File: src/rtl/led_spi_pkg.sv
// Shared constants and types for the LED matrix serial register port
`default_nettype none

package led_spi_pkg;

  // ----------------------------------------------------------------
  // Byte framing
  // ----------------------------------------------------------------
  localparam int BYTE_W = 8;
  localparam int BIT_CNT_W = 3;
  localparam logic [2:0] BIT_FIRST = 3'h0;
  localparam logic [2:0] BIT_LAST = 3'h7;
  localparam logic [7:0] BYTE_ZERO = 8'h00;
  localparam logic [7:0] ADDR_STEP = 8'h01;

  // ----------------------------------------------------------------
  // Command byte layout
  // ----------------------------------------------------------------
  localparam int CMD_DIR_POS = 7;
  localparam int CMD_ID_HI = 6;
  localparam int CMD_ID_LO = 4;
  localparam int CMD_PAGE_HI = 3;
  localparam int CMD_PAGE_LO = 0;
  localparam logic DIR_WRITE = 1'b0;
  localparam logic DIR_READ = 1'b1;
  localparam logic [3:0] PAGE_ZERO = 4'h0;
  localparam logic [3:0] PAGE_ONE = 4'h1;

  // ----------------------------------------------------------------
  // Pin levels and timing
  // ----------------------------------------------------------------
  localparam logic CS_IDLE = 1'b1;
  localparam logic SCK_IDLE = 1'b0;
  localparam logic MOSI_IDLE = 1'b0;
  localparam logic MISO_IDLE = 1'b0;
  localparam logic OE_N_OFF = 1'b1;
  localparam logic OE_N_ON = 1'b0;
  localparam int MCLK_PERIOD_NS = 40;
  localparam int SCK_MAX_KHZ = 12000;
  localparam int SYNC_STAGES = 2;

  // ----------------------------------------------------------------
  // Port state
  // ----------------------------------------------------------------
  typedef enum logic [3:0] {
    ST_IDLE = 4'b0001,
    ST_CMD  = 4'b0010,
    ST_ADDR = 4'b0100,
    ST_DATA = 4'b1000
  } port_state_t;

  typedef struct packed {
    port_state_t state;
    logic [2:0] bit_cnt;
    logic [7:0] rx_shift;
    logic dir;
    logic selected;
    logic page_sel;
    logic [7:0] addr;
    logic [7:0] xfer_addr;
    logic [7:0] wdata;
    logic wr_pulse;
    logic rd_pulse;
    logic load_pending;
    logic [7:0] tx_shift;
    logic miso;
    logic miso_oe_n;
    logic cmd_error;
    logic frame_active;
  } port_regs_t;

endpackage : led_spi_pkg

`default_nettype wire

File: src/rtl/led_spi_port.sv
// Serial slave port giving a link master access to the paged register space
// Notes on behaviour
// - Four link signals: chip select, clock, master-out and master-in data.
// - Falling chip select starts a new transaction.
// - Master-out data is sampled on each rising serial clock edge.
// - Every byte on the link is eight clock cycles long.
// - Command byte: top bit direction, three identifier bits, four page bits.
// - Bytes arrive as command, then register address, then data.
// - Direction zero writes the data bytes; direction one reads.
// - Page field zero selects page zero, one selects page one.
// - Write pointer advances on the eighth rising edge of each data byte.
// - Pointer keeps advancing for every further byte of the transaction.
// - Serial clock stays within the maximum rate the port supports.
// - Reads shift register contents out on master-in after the address.
// - Read pointer advances on the eighth rising edge of each byte sent.
`default_nettype none

module led_spi_port
  import led_spi_pkg::*;
#(
  // Expected identifier field; arbitrary value
  parameter logic [2:0] CHIP_ID = 3'h5,
  parameter int PAGE_COUNT = 2
) (
  input wire logic mclk_in,
  input wire logic rst_in,
  input wire logic spi_cs_n_in,
  input wire logic spi_sck_in,
  input wire logic spi_mosi_in,
  output logic spi_miso_out,
  output logic spi_miso_oe_n_out,
  output logic reg_wr_out,
  output logic reg_rd_out,
  output logic reg_page_out,
  output logic [7:0] reg_addr_out,
  output logic [7:0] reg_wdata_out,
  input wire logic [7:0] reg_rdata_in,
  output logic frame_active_out,
  output logic cmd_error_out
);

  // ----------------------------------------------------------------
  // Elaboration checks
  // ----------------------------------------------------------------
  // Only two pages are decoded; page bit is a single flag
  if (PAGE_COUNT != 2) begin : g_page_count_check
    $error("led_spi_port: PAGE_COUNT must be 2");
  end

  // The bit counter must wrap exactly once per byte on the link
  if ((1 << BIT_CNT_W) != BYTE_W) begin : g_byte_width_check
    $error("led_spi_port: BIT_CNT_W does not match BYTE_W");
  end

  // The pin front end is built as a two-flop chain
  if (SYNC_STAGES != 2) begin : g_sync_check
    $error("led_spi_port: SYNC_STAGES must be 2");
  end

  // The identifier parameter must fill the command field exactly
  if ($bits(CHIP_ID) != CMD_ID_HI - CMD_ID_LO + 1) begin : g_id_width_check
    $error("led_spi_port: CHIP_ID width does not match the command field");
  end

  // ----------------------------------------------------------------
  // Pin synchronisation and edge detection
  // ----------------------------------------------------------------
  // Clock edges are found by oversampling, so the usable serial clock
  // rate is bounded by the system clock: each clock phase must last at
  // least three system clocks for the read data to be loaded in time.
  // rate bound
  // The served link rate is thus a fraction of the system clock; a
  // master at the full link rate needs a faster system clock here.
  // All three pins share one chain so their relative order is kept.
  localparam logic [2:0] PIN_RESET = {CS_IDLE, SCK_IDLE, MOSI_IDLE};

  logic [2:0] pin_level;
  logic [2:0] pin_rise;
  logic [2:0] pin_fall;
  logic cs_n_level;
  logic mosi_level;
  logic sck_rise;
  logic sck_fall;
  logic cs_fall;
  logic cs_rise;

  pin_sync #(
    .WIDTH(3),
    .RESET_VAL(PIN_RESET)
  ) u_pin_sync (
    .mclk_in(mclk_in),
    .rst_in(rst_in),
    .pin_in({spi_cs_n_in, spi_sck_in, spi_mosi_in}),
    .level_out(pin_level)
  );

  edge_finder #(
    .WIDTH(3),
    .RESET_VAL(PIN_RESET)
  ) u_edge_finder (
    .mclk_in(mclk_in),
    .rst_in(rst_in),
    .level_in(pin_level),
    .rise_out(pin_rise),
    .fall_out(pin_fall)
  );

  assign cs_n_level = pin_level[2];
  assign mosi_level = pin_level[0];
  assign sck_rise = pin_rise[1];
  assign sck_fall = pin_fall[1];
  assign cs_fall = pin_fall[2];
  assign cs_rise = pin_rise[2];

  // ----------------------------------------------------------------
  // State registers
  // ----------------------------------------------------------------
  port_regs_t cur;
  port_regs_t next_cur;

  localparam port_regs_t REGS_RESET = '{
    state: ST_IDLE,
    bit_cnt: BIT_FIRST,
    rx_shift: BYTE_ZERO,
    dir: DIR_WRITE,
    selected: 1'b0,
    page_sel: 1'b0,
    addr: BYTE_ZERO,
    xfer_addr: BYTE_ZERO,
    wdata: BYTE_ZERO,
    wr_pulse: 1'b0,
    rd_pulse: 1'b0,
    load_pending: 1'b0,
    tx_shift: BYTE_ZERO,
    miso: MISO_IDLE,
    miso_oe_n: OE_N_OFF,
    cmd_error: 1'b0,
    frame_active: 1'b0
  };

  always_ff @(posedge mclk_in or posedge rst_in) begin
    if (rst_in) begin
      cur <= REGS_RESET;
    end else begin
      cur <= next_cur;
    end
  end

  // ----------------------------------------------------------------
  // Byte assembly and command decode
  // ----------------------------------------------------------------
  // The byte completing on this rise, with the new bit already shifted in
  logic [7:0] rx_byte;
  logic byte_done;
  logic [2:0] rx_id;
  logic [3:0] rx_page;
  logic id_ok;
  logic page_ok;

  assign rx_byte = {cur.rx_shift[6:0], mosi_level};
  assign byte_done = sck_rise && (cur.bit_cnt == BIT_LAST);
  assign rx_id = rx_byte[CMD_ID_HI:CMD_ID_LO];
  assign rx_page = rx_byte[CMD_PAGE_HI:CMD_PAGE_LO];
  assign id_ok = (rx_id == CHIP_ID);
  assign page_ok = (rx_page == PAGE_ZERO) || (rx_page == PAGE_ONE);

  // ----------------------------------------------------------------
  // Next-state logic
  // ----------------------------------------------------------------
  always_comb begin
    next_cur = cur;
    next_cur.wr_pulse = 1'b0;
    next_cur.rd_pulse = 1'b0;
    next_cur.cmd_error = 1'b0;
    next_cur.load_pending = cur.rd_pulse;

    // Read data is captured the cycle after the request is raised.
    // The fetch after the last byte of a read frame is never shifted
    // out, so the register file must allow reads without side effects.
    if (cur.load_pending) begin
      next_cur.tx_shift = cur.selected ? reg_rdata_in : BYTE_ZERO;
    end

    if (sck_rise && !cs_n_level) begin
      next_cur.rx_shift = rx_byte;
      next_cur.bit_cnt = cur.bit_cnt + 3'h1;
    end

    unique case (cur.state)
      ST_IDLE: begin
        next_cur.miso_oe_n = OE_N_OFF;
      end
      ST_CMD: begin
        if (byte_done) begin
          next_cur.dir = rx_byte[CMD_DIR_POS];
          next_cur.page_sel = (rx_byte[CMD_PAGE_HI:CMD_PAGE_LO] == PAGE_ONE);
          next_cur.selected = id_ok && page_ok;
          next_cur.cmd_error = !(id_ok && page_ok);
          // A rejected command still walks the byte order to the frame end
          // address follows command
          next_cur.state = ST_ADDR;
        end
      end
      ST_ADDR: begin
        if (byte_done) begin
          next_cur.state = ST_DATA;
          next_cur.addr = rx_byte;
          // Fetching here leaves a whole clock phase for the data to arrive
          // before the first fall shifts it out
          // fetch first read byte
          if (cur.dir == DIR_READ) begin
            next_cur.xfer_addr = rx_byte;
            next_cur.addr = rx_byte + ADDR_STEP;
            next_cur.rd_pulse = cur.selected;
          end
        end
      end
      ST_DATA: begin
        if (byte_done) begin
          next_cur.xfer_addr = cur.addr;
          next_cur.addr = cur.addr + ADDR_STEP;
          if (cur.dir == DIR_WRITE) begin
            next_cur.wdata = rx_byte;
            next_cur.wr_pulse = cur.selected;
          end else begin
            next_cur.rd_pulse = cur.selected;
          end
        end
        // Enable turns on at the first fall, so the address byte sees it released
        // shift out on fall
        if (sck_fall && !cs_n_level && cur.dir == DIR_READ && cur.selected) begin
          next_cur.miso = cur.tx_shift[7];
          next_cur.tx_shift = {cur.tx_shift[6:0], 1'b0};
          next_cur.miso_oe_n = OE_N_ON;
        end
      end
      default: begin
        next_cur.state = ST_IDLE;
      end
    endcase

    // A select edge overrides whatever the byte logic above decided
    // new transaction
    if (cs_fall) begin
      next_cur.state = ST_CMD;
      next_cur.bit_cnt = BIT_FIRST;
      next_cur.rx_shift = BYTE_ZERO;
      next_cur.selected = 1'b0;
      next_cur.frame_active = 1'b1;
    end

    // Placed last so release wins over a shift or pulse in the same cycle
    // end and release
    if (cs_rise) begin
      next_cur.state = ST_IDLE;
      next_cur.bit_cnt = BIT_FIRST;
      next_cur.rx_shift = BYTE_ZERO;
      next_cur.selected = 1'b0;
      next_cur.miso = MISO_IDLE;
      next_cur.miso_oe_n = OE_N_OFF;
      next_cur.frame_active = 1'b0;
      next_cur.wr_pulse = 1'b0;
      next_cur.rd_pulse = 1'b0;
    end
  end

  // ----------------------------------------------------------------
  // Outputs
  // ----------------------------------------------------------------
  // Link side
  assign spi_miso_out = cur.miso;
  assign spi_miso_oe_n_out = cur.miso_oe_n;

  // Pulses last one cycle; page, address and data hold at least until the
  // next byte completes, so the register file may take them a cycle late
  assign reg_wr_out = cur.wr_pulse;
  assign reg_rd_out = cur.rd_pulse;
  assign reg_page_out = cur.page_sel;
  assign reg_addr_out = cur.xfer_addr;
  assign reg_wdata_out = cur.wdata;

  // Status
  assign frame_active_out = cur.frame_active;
  assign cmd_error_out = cur.cmd_error;

endmodule // led_spi_port

`default_nettype wire

File: src/rtl/pin_sync.sv
// Two-stage synchroniser for asynchronous pin levels
`default_nettype none

module pin_sync
  import led_spi_pkg::*;
#(
  parameter int WIDTH = 3,
  parameter logic [WIDTH-1:0] RESET_VAL = '0
) (
  input wire logic mclk_in,
  input wire logic rst_in,
  input wire logic [WIDTH-1:0] pin_in,
  output logic [WIDTH-1:0] level_out
);

  // ----------------------------------------------------------------
  // Synchroniser chain
  // ----------------------------------------------------------------
  // First stage feeds only the second stage; metastability settles there
  logic [WIDTH-1:0] meta;

  if (WIDTH < 1) begin : g_width_check
    $error("pin_sync: WIDTH must be at least one");
  end

  always_ff @(posedge mclk_in or posedge rst_in) begin
    if (rst_in) begin
      meta <= RESET_VAL;
      level_out <= RESET_VAL;
    end else begin
      meta <= pin_in;
      level_out <= meta;
    end
  end

endmodule // pin_sync

`default_nettype wire

File: src/rtl/edge_finder.sv
// Edge detector for synchronised levels, one pulse per transition
`default_nettype none

module edge_finder
  import led_spi_pkg::*;
#(
  parameter int WIDTH = 3,
  parameter logic [WIDTH-1:0] RESET_VAL = '0
) (
  input wire logic mclk_in,
  input wire logic rst_in,
  input wire logic [WIDTH-1:0] level_in,
  output logic [WIDTH-1:0] rise_out,
  output logic [WIDTH-1:0] fall_out
);

  // ----------------------------------------------------------------
  // Previous level and per-bit edges
  // ----------------------------------------------------------------
  logic [WIDTH-1:0] prev;

  always_ff @(posedge mclk_in or posedge rst_in) begin
    if (rst_in) begin
      prev <= RESET_VAL;
    end else begin
      prev <= level_in;
    end
  end

  for (genvar i = 0; i < WIDTH; i++) begin : g_edge
    assign rise_out[i] = level_in[i] & ~prev[i];
    assign fall_out[i] = ~level_in[i] & prev[i];
  end

endmodule // edge_finder

`default_nettype wire

File: config.mk
export PLATFORM = sky130hd
export DESIGN_NAME = led_spi_port
export DESIGN_NICKNAME = d
export VERILOG_FILES = /design/src/rtl/led_spi_pkg.sv /design/src/rtl/led_spi_port.sv /design/src/rtl/pin_sync.sv /design/src/rtl/edge_finder.sv
export SDC_FILE = /design/constraint.sdc
export NUM_CORES = 1
export LEC_CHECK = 0
export ABC_AREA = 1
export BUFFER_PORTS_ARGS = -buffer_cell sky130_fd_sc_hd__buf_2
export CAP_MARGIN = 20
export CORE_ASPECT_RATIO = 1.25
export CORE_UTILIZATION = 60
export DETAILED_ROUTE_END_ITERATION = 8
export PLACE_DENSITY = 0.81
export RECOVER_POWER = 50
export SETUP_SLACK_MARGIN = 0.3
export SYNTH_ARGS = -nofsm -noshare
export SYNTH_HDL_FRONTEND = slang
export SYNTH_SLANG_ARGS = --single-unit
File: constraint.sdc
create_clock -name mclk_in -period 3.6 [get_ports mclk_in]
set_clock_uncertainty 0.1 [all_clocks]
set_input_delay 0.18 -clock mclk_in [delete_from_list [all_inputs] [get_ports mclk_in]]
set_output_delay 0.18 -clock mclk_in [all_outputs]
set_load 0.05 [all_outputs]
After elaboration in Yosys (flattened, before gate mapping)
Cells that the tools add are included.

Add/subtract/negate cells: 3. Multipliers: 0. Div/mod/pow operators: 0. $lt $le $gt $ge: 0. Eq/ne operators: 14. Shifts and indexed selects: 0. Multiplexer cells: 30. Bitwise logic cells: 9. Reduce and logical (&&, ||, !) cells: 27.

Operator list (count): 16-bit 2-to-1 mux (2); 16-bit case mux with 2 select lines (1); 15-bit 2-to-1 mux (2); 26-bit 2-to-1 mux (1); 9-bit 2-to-1 mux (2); 8-bit by 1-bit adder with 8-bit output (second input constant) (2); 8-bit 2-to-1 mux (2); 4-bit case mux with 3 select lines (1); 3-bit nonzero test (4); 11-bit 2-to-1 mux (1); 10-bit 2-to-1 mux (1); 1-bit 2-to-1 mux (9); 3-bit AND reduction (3); 4-bit by 1-bit == test with 1-bit output (second input constant) (2); 2-bit 2-to-1 mux (4); 4-bit 2-to-1 mux (2); 4-bit != test (second input constant) (2); 2-bit AND reduction (4); 2-bit nonzero test (4); 3-bit == test (second input constant) (2); 1-bit logical AND (6); 2-bit != test (second input constant) (3); 1-bit NOT (5); 1-bit bitwise AND (4); 12 further kinds (14).

Register bits after elaboration: 65. Latch bits: 0. Memory bits (writable): 0. Memory bits (read-only): 0. Output and inout bits: 23. Word-level logic and storage cells: 103. Memories: 0.

Longest topological paths before layout
Gate-level depths: netlist (run 1).

Depth after elaboration: 8. Mapped depth: 10. Mapped depth without buffers: 9.

By module
From an unflattened synthesis (run 1), not the netlist that was laid out.

Cells, all modules: 397. Area total of the unflattened synthesis: 3241.9 um^2.

By module, submodules not included: led_spi_port (times used 1, cells each 374, area each 2960.3 um^2, seq. area each 1403.8 um^2); pin_sync (times used 1, cells each 7, area each 156.4 um^2, seq. area each 152.6 um^2); edge_finder (times used 1, cells each 16, area each 125.1 um^2, seq. area each 76.3 um^2).

Worst setup path before layout (run 1)
No wires, ideal clock.

Path type: register -> register. From: register cur[50] (netlist bit). To: register cur[36] (netlist bit). Library setup time: 0.127 ns. Arrival: 1.581 ns. Required time: 3.373 ns. Setup slack: 1.793 ns. Cell stages (with the launch flop): 9. Cells stage by stage: dfrtp_1 ha_1 ha_1 nand3_2 nor2_1 nor2_2 clkinv_1 nand3_1 o21ai_0.

Word-level cells in the longest chain between the ends: 4. Elaborated cells between the ends (all ways): 5. Those cells by class: eq/ne (3); reduce/logical (2).

Ends and longest elaborated chain: from (decl) (RTL line led_spi_port.sv:118) `port_regs_t cur;`; from (signal assigned) (RTL line led_spi_port.sv:145) `cur <= next_cur;`; 3-bit == test (*) (RTL line led_spi_port.sv:161) `assign byte_done = sck_rise && (cur.bit_cnt == BIT_LAST);`; 1-bit logical AND (*) (RTL line led_spi_port.sv:161); 2-bit != test (no source line); 3-bit AND reduction (no source line) (*).

Every way passes the cells marked *; elsewhere a longest branch is shown, timed or not. A chain may end at the register's enable or synchronous reset.

Worst setup path in the final report (run 1)
From: register cur[50] (netlist bit). To: register cur (netlist bit reg_wdata_out[5]).

Word-level cells in the longest chain between the ends: 3.

Ends and longest elaborated chain (RTL line): 3-bit == test (led_spi_port.sv:161); 1-bit logical AND (led_spi_port.sv:161); 3-bit AND reduction (no source line).

Every way passes these cells.

==> impl_metrics.ini, run 1 <==
[logic_synthesis]
syn-mean-instance-area_um2 = 8.16
synth.distinct_cells = 28
synth_compound_area_share_pct = 9.17
synth_top_family_by_area = simple AND/OR/NAND/NOR gates
yosys_warnings = 0
netlist_instances = 393
synthSimpleGateAreaFrac_pct = 26.9
synth_area_leaders = dfrtp_1 46%, nand2_1 15%, nand3_1 7.2%
synthFlopType = dfrtp_1
synth.top_cell.area_share_pct = 46.0
netlist_area_mm2 = 0.00321
synth-xor-area-share_pct = 0
synth_mux_area_share_pct = 0
yosys.area.top_type = dfrtp_1
seq_area_frac_synth_pct = 50.1
synth-edff-count = 0
ys_ff_latch = 64
async_flop_share_pct = 100
syn-num-nets = 415
synthAdderAreaFrac_pct = 3.51

[timing]
period_share_pct = 66.5
fin_tns_setup_ns = 0
worst_slack_ns = 1.21
slew_headroom_pct = 8.98
rsz0062_at_grt = false
fmax_mhz = 418
fin_crit_ns = 2.39
hold_ws_ns = 0.0430
drv_slew = 0
finalHoldViolCount = 0
setup_viol = 0
worstMarginPinSlew_ns = 1.36

[critical_path]
crit_path_max_fanout = 17
max_stage_delay_ns = 0.48
cp-end-kind = flip-flop
crit_top_cell = ha_1
critPathKind = flip-flop to flip-flop
crit_chain = ha_1 -> ha_1 -> nand3_1 -> nor2_4 -> inv_2 -> or2_1 -> nand2_1 -> o21ai_2
required_ns = 3.70
ff2ff_setup_slack_ns = 1.21
critPathArrivalTime_ns = 2.49
start_kind = flip-flop
crit_slowest_cell = or2_1

[finish]
layout-drive-gt1-share_pct = 11.1
syn_to_final_growth_pct = 9.56
finalNonFillerCells = 487
final_nets = 442
antenna_cells = 0
num-fill-cells = 429

[power]
power_w = 0.00160
intPower_w = 0.00119
netSwitchingPower_w = 0.000403
sw_frac_of_total_pct = 25.3
power_density_mw_per_mm2 = 454
irDropWorstVdd_uv = 291
seqPwrFrac_pct = 48.9
p_leak_nw = 1.83
p_comb_share_pct = 9.9
clockPowerShare_pct = 41.2

[place]
placed_cells = 467
hpwl_um = 4770
portBuffers = 35
routabilityCongestion = 0.939
dpl_worst_slack_ns = 1.32

[clock_tree]
cts_buffer_depth = 2
post_cts_resized = 0
cts_tree = done
clk_pin_slew_worst_paths_ns = 0.07
post-cts-setup-buffer-count = 0
clock_latency_ns = 0.34
cts.sinks = 64
root_buffer = clkbuf_8
cts_buffers = 9
h-tree-depth = 3

[drt]
num_vias = 2607
wl_um = 6570
antenna_left = 0
routedWlPerCell_um = 13.5
via_per_inst = 5.35
remaining_drc_errors = 0
drtPass1Iterations = 4
drtIter0Drc = 286

[grt]
antenna_found_initial = 0
gr-total-overflow = 0
grt_pass1_wl_um = 11200
grt_start_max_net_pins = 38
grt_usage_pct = 26.6
grt_pass1_vias = 2511

[floorplanning]
die_y_um = 83.8
start_util_pct = 62.7
fp.dieW_um = 67.4
num_io_pins = 36
num_rows = 29
die_area_mm2 = 0.00565
core_mm2 = 0.00512

[min_path]
hp-class = primary input to flip-flop

[outcome]
outcome = finished, final reports clean

[job]
cap_violations = 0
worst max-delay path, delay by kind of cell (launching register included):
| family | cells | cell delay, ns |
|---|---|---|
| adders and majority gates | 2 | 0.30 |
| buffers and inverters | 1 | 0.16 |
| AOI/OAI and AO/OA | 1 | 0.07 |
| and+or+nand+nor | 4 | 1.27 |
| DFF | 1 | 0.36 |
placed cells by master (no fill, tap or decap), types with 2 or more instances in the layout:
master	instances
clkbuf_8	9
inv_2	2
buf_2	12
nor2_2	2
clkbuf_1	24
dfrtp_1	59
nand3_1	47
nand2_1	125
nor3_1	3
nor2_1	22
bufinv_16	2
o22ai_1	7
a21oi_1	3
o21ai_0	27
inv_1	40
dlygate4sd3_1	4
ha_1	9
clkinv_2	3
o21ai_2	8
dfstp_2	4
path summary, 6_finish.rpt:
check                                              from                                 to  depth (start not counted)
min                                     reg_rdata_in[0]                   cur[4]$_DFF_PP0_                          3
min in group asynchronous                        rst_in                   cur[8]$_DFF_PP0_                          3
min reg2reg                u_pin_sync.meta[1]$_DFF_PP0_  u_pin_sync.level_out[1]$_DFF_PP0_                          0
max in group asynchronous                        rst_in    u_edge_finder.prev[1]$_DFF_PP0_                          4
max                                 cur[50]$_DFFE_PP0P_       reg_wdata_out[5]$_DFFE_PP0P_                          8
max reg2reg                         cur[50]$_DFFE_PP0P_       reg_wdata_out[5]$_DFFE_PP0P_                          8
cell type report:
| class | count | area (um2) | area share (%) |
|---|---|---|---|
| multi-input combinational | 262 | 1260 | 36.0 |
| tap | 62 | 77.6 | 2.21 |
| inverter | 43 | 161 | 4.59 |
| sequential | 64 | 1610 | 45.7 |
| clock buffer | 10 | 128 | 3.63 |
| timing repair buffer | 40 | 191 | 5.45 |
| clock inverter | 6 | 83.8 | 2.39 |
layer usage:
layer  wire length, um  track usage (%)  vias to the layer above  share of wire (%)
li1                  -                -                     1300                  -
met1              3050             35.2                     1229                 46
met2              3130             40.5                       63                 48
met3               262             6.28                       15                4.0
met4               131             12.4                        0                2.0
met5                 0                0                        -                  0
synthesized netlist by cell type, types with 3 or more instances:
library cell / count
nor3_1: 3
nand3_1: 46
nand2_1: 125
dfstp_2: 5
dfrtp_1: 59
clkbuf_1: 3
nor2_1: 22
a21oi_1: 3
o21ai_2: 8
o21ai_0: 27
buf_2: 3
buf_4: 16
inv_1: 40
o22ai_1: 7
ha_1: 9
sequential cells by signal (all words and copies together), names as in the netlist, 2 cells and up:
name                  flops
u_pin_sync.meta           3
reg_addr_out              8
cur                      33
u_pin_sync.level_out      3
reg_wdata_out             8
u_edge_finder.prev        2
repair_timing:
item                       4_1_cts  5_1_grt
hold endpoints to repair        36        0
setup endpoints to repair        0        0
hold buffers                     4        0
kinds of logic (layout without fill, tap and decap cells):
group,Yosys count,in the layout
AND/OR/NAND/NOR,204,204
buffers and inverters,67,99
flip-flops,64,64
AO/OA/AOI/OAI,49,49
adder cells (fa/ha/maj),9,9
power groups by stage:
stage | clock network [W] | registers (W) | logic (W)
finish | 0.000657 | 0.000780 | 0.000158
global route | 0.000705 | 0.000784 | 0.000179
CTS | 0.000665 | 0.000780 | 0.000159
detailed placement | 0 | 0.000793 | 0.000156
global placement | 0 | 0.000791 | 0.000149
floorplan | 0 | 0.000794 | 0.000107
metrics by stage:
step	cell area [um2]	utilization, %
final	3510	68.7
after global routing	3510	68.7
after CTS	3550	69.4
after detailed placement	3300	64.5
after global placement	3300	64.5
after floorplan	3210	-
Note: power is estimated with default switching activity, not from simulation.
==> run 2, diff against run 1 <==
- CORE_UTILIZATION: 60 -> 58
- PLACE_DENSITY: 0.81 -> 0.79
- clock period: 3.6 -> 2.4 ns (I/O delays scaled with it)
==> run 2 against run 1 <==
Against the previous run:
- the run now ends with max-capacitance violations, max-slew violations left
- count of clock-buffer cells in the layout increased by 5
- via count increased by 2.3%
- highest routed layer unchanged
- first-iteration DRC count decreased by 35%
- largest power group unchanged
==> impl_metrics.ini, run 2 (synthesis results as in run 1) <==
[finish]
antenna_cells = 0
final_nets = 452
syn_to_final_growth_pct = 11.8
fin_area_mm2 = 0.00359
largest_reg_flops = 33
final_common_cell = nand2_1
final_cell_mix = 124 x nand2_1, 59 x dfrtp_1, 46 x nand3_1
top_register = cur
layout-drive-gt1-share_pct = 13.1
post-route-util_pct = 69.1

[drt]
wl_um = 6550
via_per_inst = 5.37
antenna_left = 0
drtPass1Iterations = 4
drtIter0Drc = 187
num_vias = 2667
remaining_drc_errors = 0
routedWlPerCell_um = 13.2

[timing]
fin_tns_setup_ns = 0
finalHoldViolCount = 0
drv_slew = 65
period_share_pct = 82.1
fin_crit_ns = 1.97
worstMarginPinSlew_ns = 1.52
slew_headroom_pct = -1.25
rsz0062_at_grt = true
setup_viol = 0
fmax_mhz = 508

[critical_path]
critPathArrivalTime_ns = 2.10
cp-end-kind = flip-flop
r2r_end = reg_wdata_out[3]$_DFFE_PP0P_
critPathBufInv = 1
crit_top_cell = ha_1
crit_slowest_cell = or2_2
cp_top_family = simple AND/OR/NAND/NOR gates
ff2ff_setup_slack_ns = 0.43
r2r_start = cur[50]$_DFFE_PP0P_
required_ns = 2.53
r2r_cells = 8
max_stage_delay_ns = 0.44
cp.depth = 8
crit_chain = ha_1 -> ha_1 -> nand3_2 -> nor2_4 -> inv_2 -> or2_2 -> nand2_1 -> o21ai_2
crit_start = cur[50]$_DFFE_PP0P_
crit_path_max_fanout = 17
endpoint = reg_wdata_out[3]$_DFFE_PP0P_
start_kind = flip-flop
critPathKind = flip-flop to flip-flop

[floorplanning]
num_io_pins = 36
fp.dieW_um = 68.5
start_util_pct = 61.8
core_mm2 = 0.00519
num_rows = 29
die_area_mm2 = 0.00583
die_y_um = 85.2

[min_path]
hp-class = primary input to flip-flop

[clock_tree]
cts_tree = done
clk_pin_slew_worst_paths_ns = 0.07
cts.sinks = 64
root_buffer = clkbuf_8
clock_latency_ns = 0.34
cts_buffers = 9
cts_buffer_depth = 2
h-tree-depth = 3

[outcome]
violations = max-capacitance violations, max-slew violations
outcome = complete, but fails checks

[place]
portBuffers = 35
hpwl_um = 4530
place_area_mm2 = 0.00334
routabilityCongestion = 0.878

[grt]
use_met2_pct = 39.2
gr-total-overflow = 0
grt-busiest-layer = met2
grt_pass1_wl_um = 10700
grt_pass1_vias = 2464
grt_start_max_net_pins = 65
grt_usage_pct = 24.8
grt_util_met3_pct = 5.91
use_met1_pct = 30.6
antenna_found_initial = 0

[power]
irDropWorstVdd_uv = 432
p_leak_nw = 1.87
power_density_mw_per_mm2 = 649

[job]
cap_violations = 1
[run 2: power by group]
group	switching (W)	internal, W	leakage [nW]	total (W)
Clock	0.000388	0.000539	0.0979	0.000927
Combinational	0.000155	0.0000783	0.911	0.000233
Sequential	0.0000352	0.00113	0.856	0.00117
[run 2: repair_timing]
item,in CTS,in global routing
endpoints found under the hold margin,63,0
hold buffers,5,0
setup buffers,0,4
resized for setup,1,1
pin swaps,0,1
setup endpoints to repair,8,10
[run 2: layout make-up]
cell class | instances | area, um2
Fill cell | 418 | 1600
Clock inverter | 1 | 30.0
Multi-Input combinational cell | 262 | 1270
Timing Repair Buffer | 50 | 270
Clock buffer | 15 | 166
Tap cell | 62 | 77.6
Sequential cell | 64 | 1610
Inverter | 43 | 161
[run 2: worst min-delay path by stage]
stage | from | to | depth (start not counted)
finish | reg_rdata_in[4] | cur[8]$_DFF_PP0_ | 5
global route | reg_rdata_in[2] | cur[6]$_DFF_PP0_ | 5
detailed placement | spi_cs_n_in | u_pin_sync.meta[2]$_DFF_PP1_ | 1
floorplan | spi_cs_n_in | u_pin_sync.meta[2]$_DFF_PP1_ | 0
CTS | reg_rdata_in[5] | cur[9]$_DFF_PP0_ | 5
global placement | spi_cs_n_in | u_pin_sync.meta[2]$_DFF_PP1_ | 1
[run 2: layer usage]
metal / wire length (um) / vias up
li1: - / 1321
met1: 2910 / 1265
met2: 3200 / 69
met3: 315 / 12
met4: 127 / 0
met5: 0 / -
[run 2: worst min-delay path, delay by kind of cell]
| kind | cells | cell delay (ns) |
|---|---|---|
| compound gates | 1 | 0.07 |
| buf+inv | 2 | 0.12 |
| simple gates | 2 | 0.10 |
[run 2: per-stage QoR]
| stage | setup WS [ns] | power, W | hold WS [ns] | std cells |
|---|---|---|---|---|
| finish | 0.430 | 0.00233 | 0.0163 | 497 |
| global placement | 0.319 | 0.00141 | 0.126 | 472 |
| detailed placement | 0.229 | 0.00142 | 0.127 | 472 |
| global route | 0.147 | 0.00244 | 0.0481 | 497 |
| floorplan | 0.590 | 0.00135 | 0.0245 | 393 |
| CTS | 0.300 | 0.00235 | 0.00260 | 493 |
==> run 3, diff against run 2 <==
- ABC_AREA: 1 -> 0
- CORE_UTILIZATION: 58 -> 52
- PLACE_DENSITY: 0.79 -> 0.75
- clock period: 2.4 -> 1.73 ns (I/O delays scaled with it)
==> run 3 against run 2 <==
Against the previous run:
- the run ends with negative setup slack left
- flip-flop and latch count unchanged
- global-route usage up 0.81 points
- worst hold slack better by 0.23 ns
- register-to-register slack got worse by 0.58 ns
- non-clock buffer count grew 49
- power grew 43%
- combinational power rose by 73%
- sequential share of layout area is 8.8 points lower
- count of clock-buffer cells in the layout down 4
- largest cell class is now multi-input gates
- highest routed layer unchanged
==> impl_metrics.ini, run 3 <==
[logic_synthesis]
netlist_area_mm2 = 0.00321
yosys.area.top_type = dfrtp_1
syn-mean-instance-area_um2 = 10.4
async_flop_share_pct = 100
synth.distinct_cells = 62
netlist_instances = 307
synth-edff-count = 0
synth_area_leaders = dfrtp_1 46%, dfstp_2 4.1%, buf_4 3.7%
synthFlopType = dfrtp_1
seq_area_frac_synth_pct = 50.2
yosys_warnings = 0
ys_ff_latch = 64
syn-num-nets = 329
yosys.cell_count.top_type = dfrtp_1
synth.top_cell.area_share_pct = 46.1
synth_common_cells = 59 x dfrtp_1, 23 x o21ai_0, 21 x a21oi_1, 17 x nand3_1, 17 x nor2_1

[power]
irDropWorstVdd_uv = 558
p_leak_nw = 2.04
power_density_mw_per_mm2 = 745
power_w = 0.00332

[floorplanning]
num_rows = 31
start_util_pct = 54.7
die_y_um = 89.8
num_io_pins = 36
die_area_mm2 = 0.00648
core_mm2 = 0.00586
fp.dieW_um = 72.2

[drt]
antenna_left = 0
drtIter0Drc = 217
via_per_inst = 5.61
wl_um = 7740
drtPass1Iterations = 4
routedWlPerCell_um = 16.4
remaining_drc_errors = 0
num_vias = 2653

[critical_path]
max_stage_delay_ns = 0.61
crit_chain = or4b_4 -> a21oi_4 -> a21boi_2 -> or3_1
cp-end-kind = flip-flop
crit_path_max_fanout = 6
critPathArrivalTime_ns = 2.01
crit_slowest_cell = or4b_4
start_kind = flip-flop
required_ns = 1.86
critPathKind = flip-flop to flip-flop
cp_top_family = simple AND/OR/NAND/NOR gates
critPathBufInv = 0

[timing]
finalHoldViolCount = 0
slew_headroom_pct = 34.8
period_share_pct = 109
fmax_mhz = 532
fin_crit_ns = 1.88
worstMarginPinSlew_ns = 0.973
hold_ws_ns = 0.250
worst_slack_ns = -0.148
drv_slew = 0
setup_viol = 30
rsz0062_at_grt = true

[clock_tree]
cts.sinks = 64
root_buffer = clkbuf_8
cts_buffers = 9
clock_latency_ns = 0.35
cts_buffer_depth = 2
h-tree-depth = 3
clk_pin_slew_worst_paths_ns = 0.07
cts_tree = done

[finish]
antenna_cells = 0
final-seq-area_mm2 = 0.00161
num-fill-cells = 357
final_nets = 408
layout-drive-gt1-share_pct = 45.3
syn_to_final_growth_pct = 39.1
post-route-util_pct = 76.2
finalNonFillerCells = 473
final_common_cell = dfrtp_1
top_register = cur
multi_input_area_mm2 = 0.00169
largest_reg_flops = 33
final_cell_mix = 58 x dfrtp_1, 36 x buf_2, 35 x buf_4

[place]
routabilityCongestion = 0.882
placed_cells = 427
hpwl_um = 4870
dpl_worst_slack_ns = -0.239
portBuffers = 35

[grt]
grt_usage_pct = 25.6
gr-total-overflow = 0
grt_pass1_vias = 2652
antenna_found_initial = 0
grt_start_max_net_pins = 24
grt_pass1_wl_um = 12700

[outcome]
violations = negative setup slack
outcome = complete, but fails checks

[min_path]
hp-class = flip-flop to flip-flop

[job]
cap_violations = 0
-- run 3: worst paths after layout --
path	start	endpoint	slack, ns	cells after the start
max in group asynchronous	rst_in	cur[53]$_DFFE_PP1P_	0.19	4
min in group asynchronous	rst_in	cur[34]$_DFFE_PP0P_	0.35	3
setup / recovery	cur[55]$_DFFE_PP0P_	cur[38]$_DFFE_PP0P_	-0.15	4
hold reg to reg	u_pin_sync.meta[0]$_DFF_PP0_	u_pin_sync.level_out[0]$_DFF_PP0_	0.25	0
setup reg to reg	cur[55]$_DFFE_PP0P_	cur[38]$_DFFE_PP0P_	-0.15	4
hold / removal	u_pin_sync.meta[0]$_DFF_PP0_	u_pin_sync.level_out[0]$_DFF_PP0_	0.25	0
-- run 3: cell families after synthesis --
kind of cell,Yosys count,share of synthesized area [%]
compound gates,75,15.5
xor+xnor,6,1.64
mux,10,3.43
buf+inv,45,7.65
fa+ha+maj,9,3.51
simple gates,98,18.1
flops,64,50.2
-- run 3: final cells by class --
| type | count | share of cell area, % |
|---|---|---|
| clock inverter | 5 | 1.23 |
| clock buffer | 11 | 3.39 |
| multi-input combinational | 198 | 37.8 |
| inverter | 14 | 1.21 |
| timing repair buffer | 99 | 18.0 |
| sequential | 64 | 36.1 |
| tap | 82 | 2.30 |
-- run 3: worst reg2reg max path: stages (launching register included) --
cell	delay [ns]
dfrtp_2	0.46
or4b_4	0.61
a21oi_4	0.19
a21boi_2	0.06
or3_1	0.34
-- run 3: power by group --
group	switching (W)	internal [W]
combinational	0.000209	0.000194
clock	0.000574	0.000738
sequential	0.0000603	0.00155
total	0.000843	0.00248
-- run 3: per-layer routing --
layer / global-route usage [%] / wire, um / vias up / part of all wire, %
met5: 0 / 0 / - / 0
li1: - / - / 1244 / -
met2: 41.5 / 3980 / 77 / 51
met1: 32.5 / 3210 / 1317 / 41
met3: 5.83 / 348 / 15 / 4.5
met4: 10.5 / 200 / 0 / 2.6
-- run 3: what timing repair did --
item | CTS | global route
setup endpoints to repair | 54 | 54
hold buffers | 12 | 0
pin swaps | 14 | 8
gates cloned | 3 | 0
resized for setup | 46 | 18
setup buffers | 9 | 6
endpoints found under the hold margin | 28 | 0
-- run 3: per-stage QoR --
stage	setup TNS [ns]	cell area [um2]
2_1_floorplan	-2.12	3410
3_3_place_gp	-2.99	3740
3_5_place_dp	-3.98	3740
4_1_cts	-2.28	4380
5_1_grt	-4.90	4460
6_report	-2.48	4460
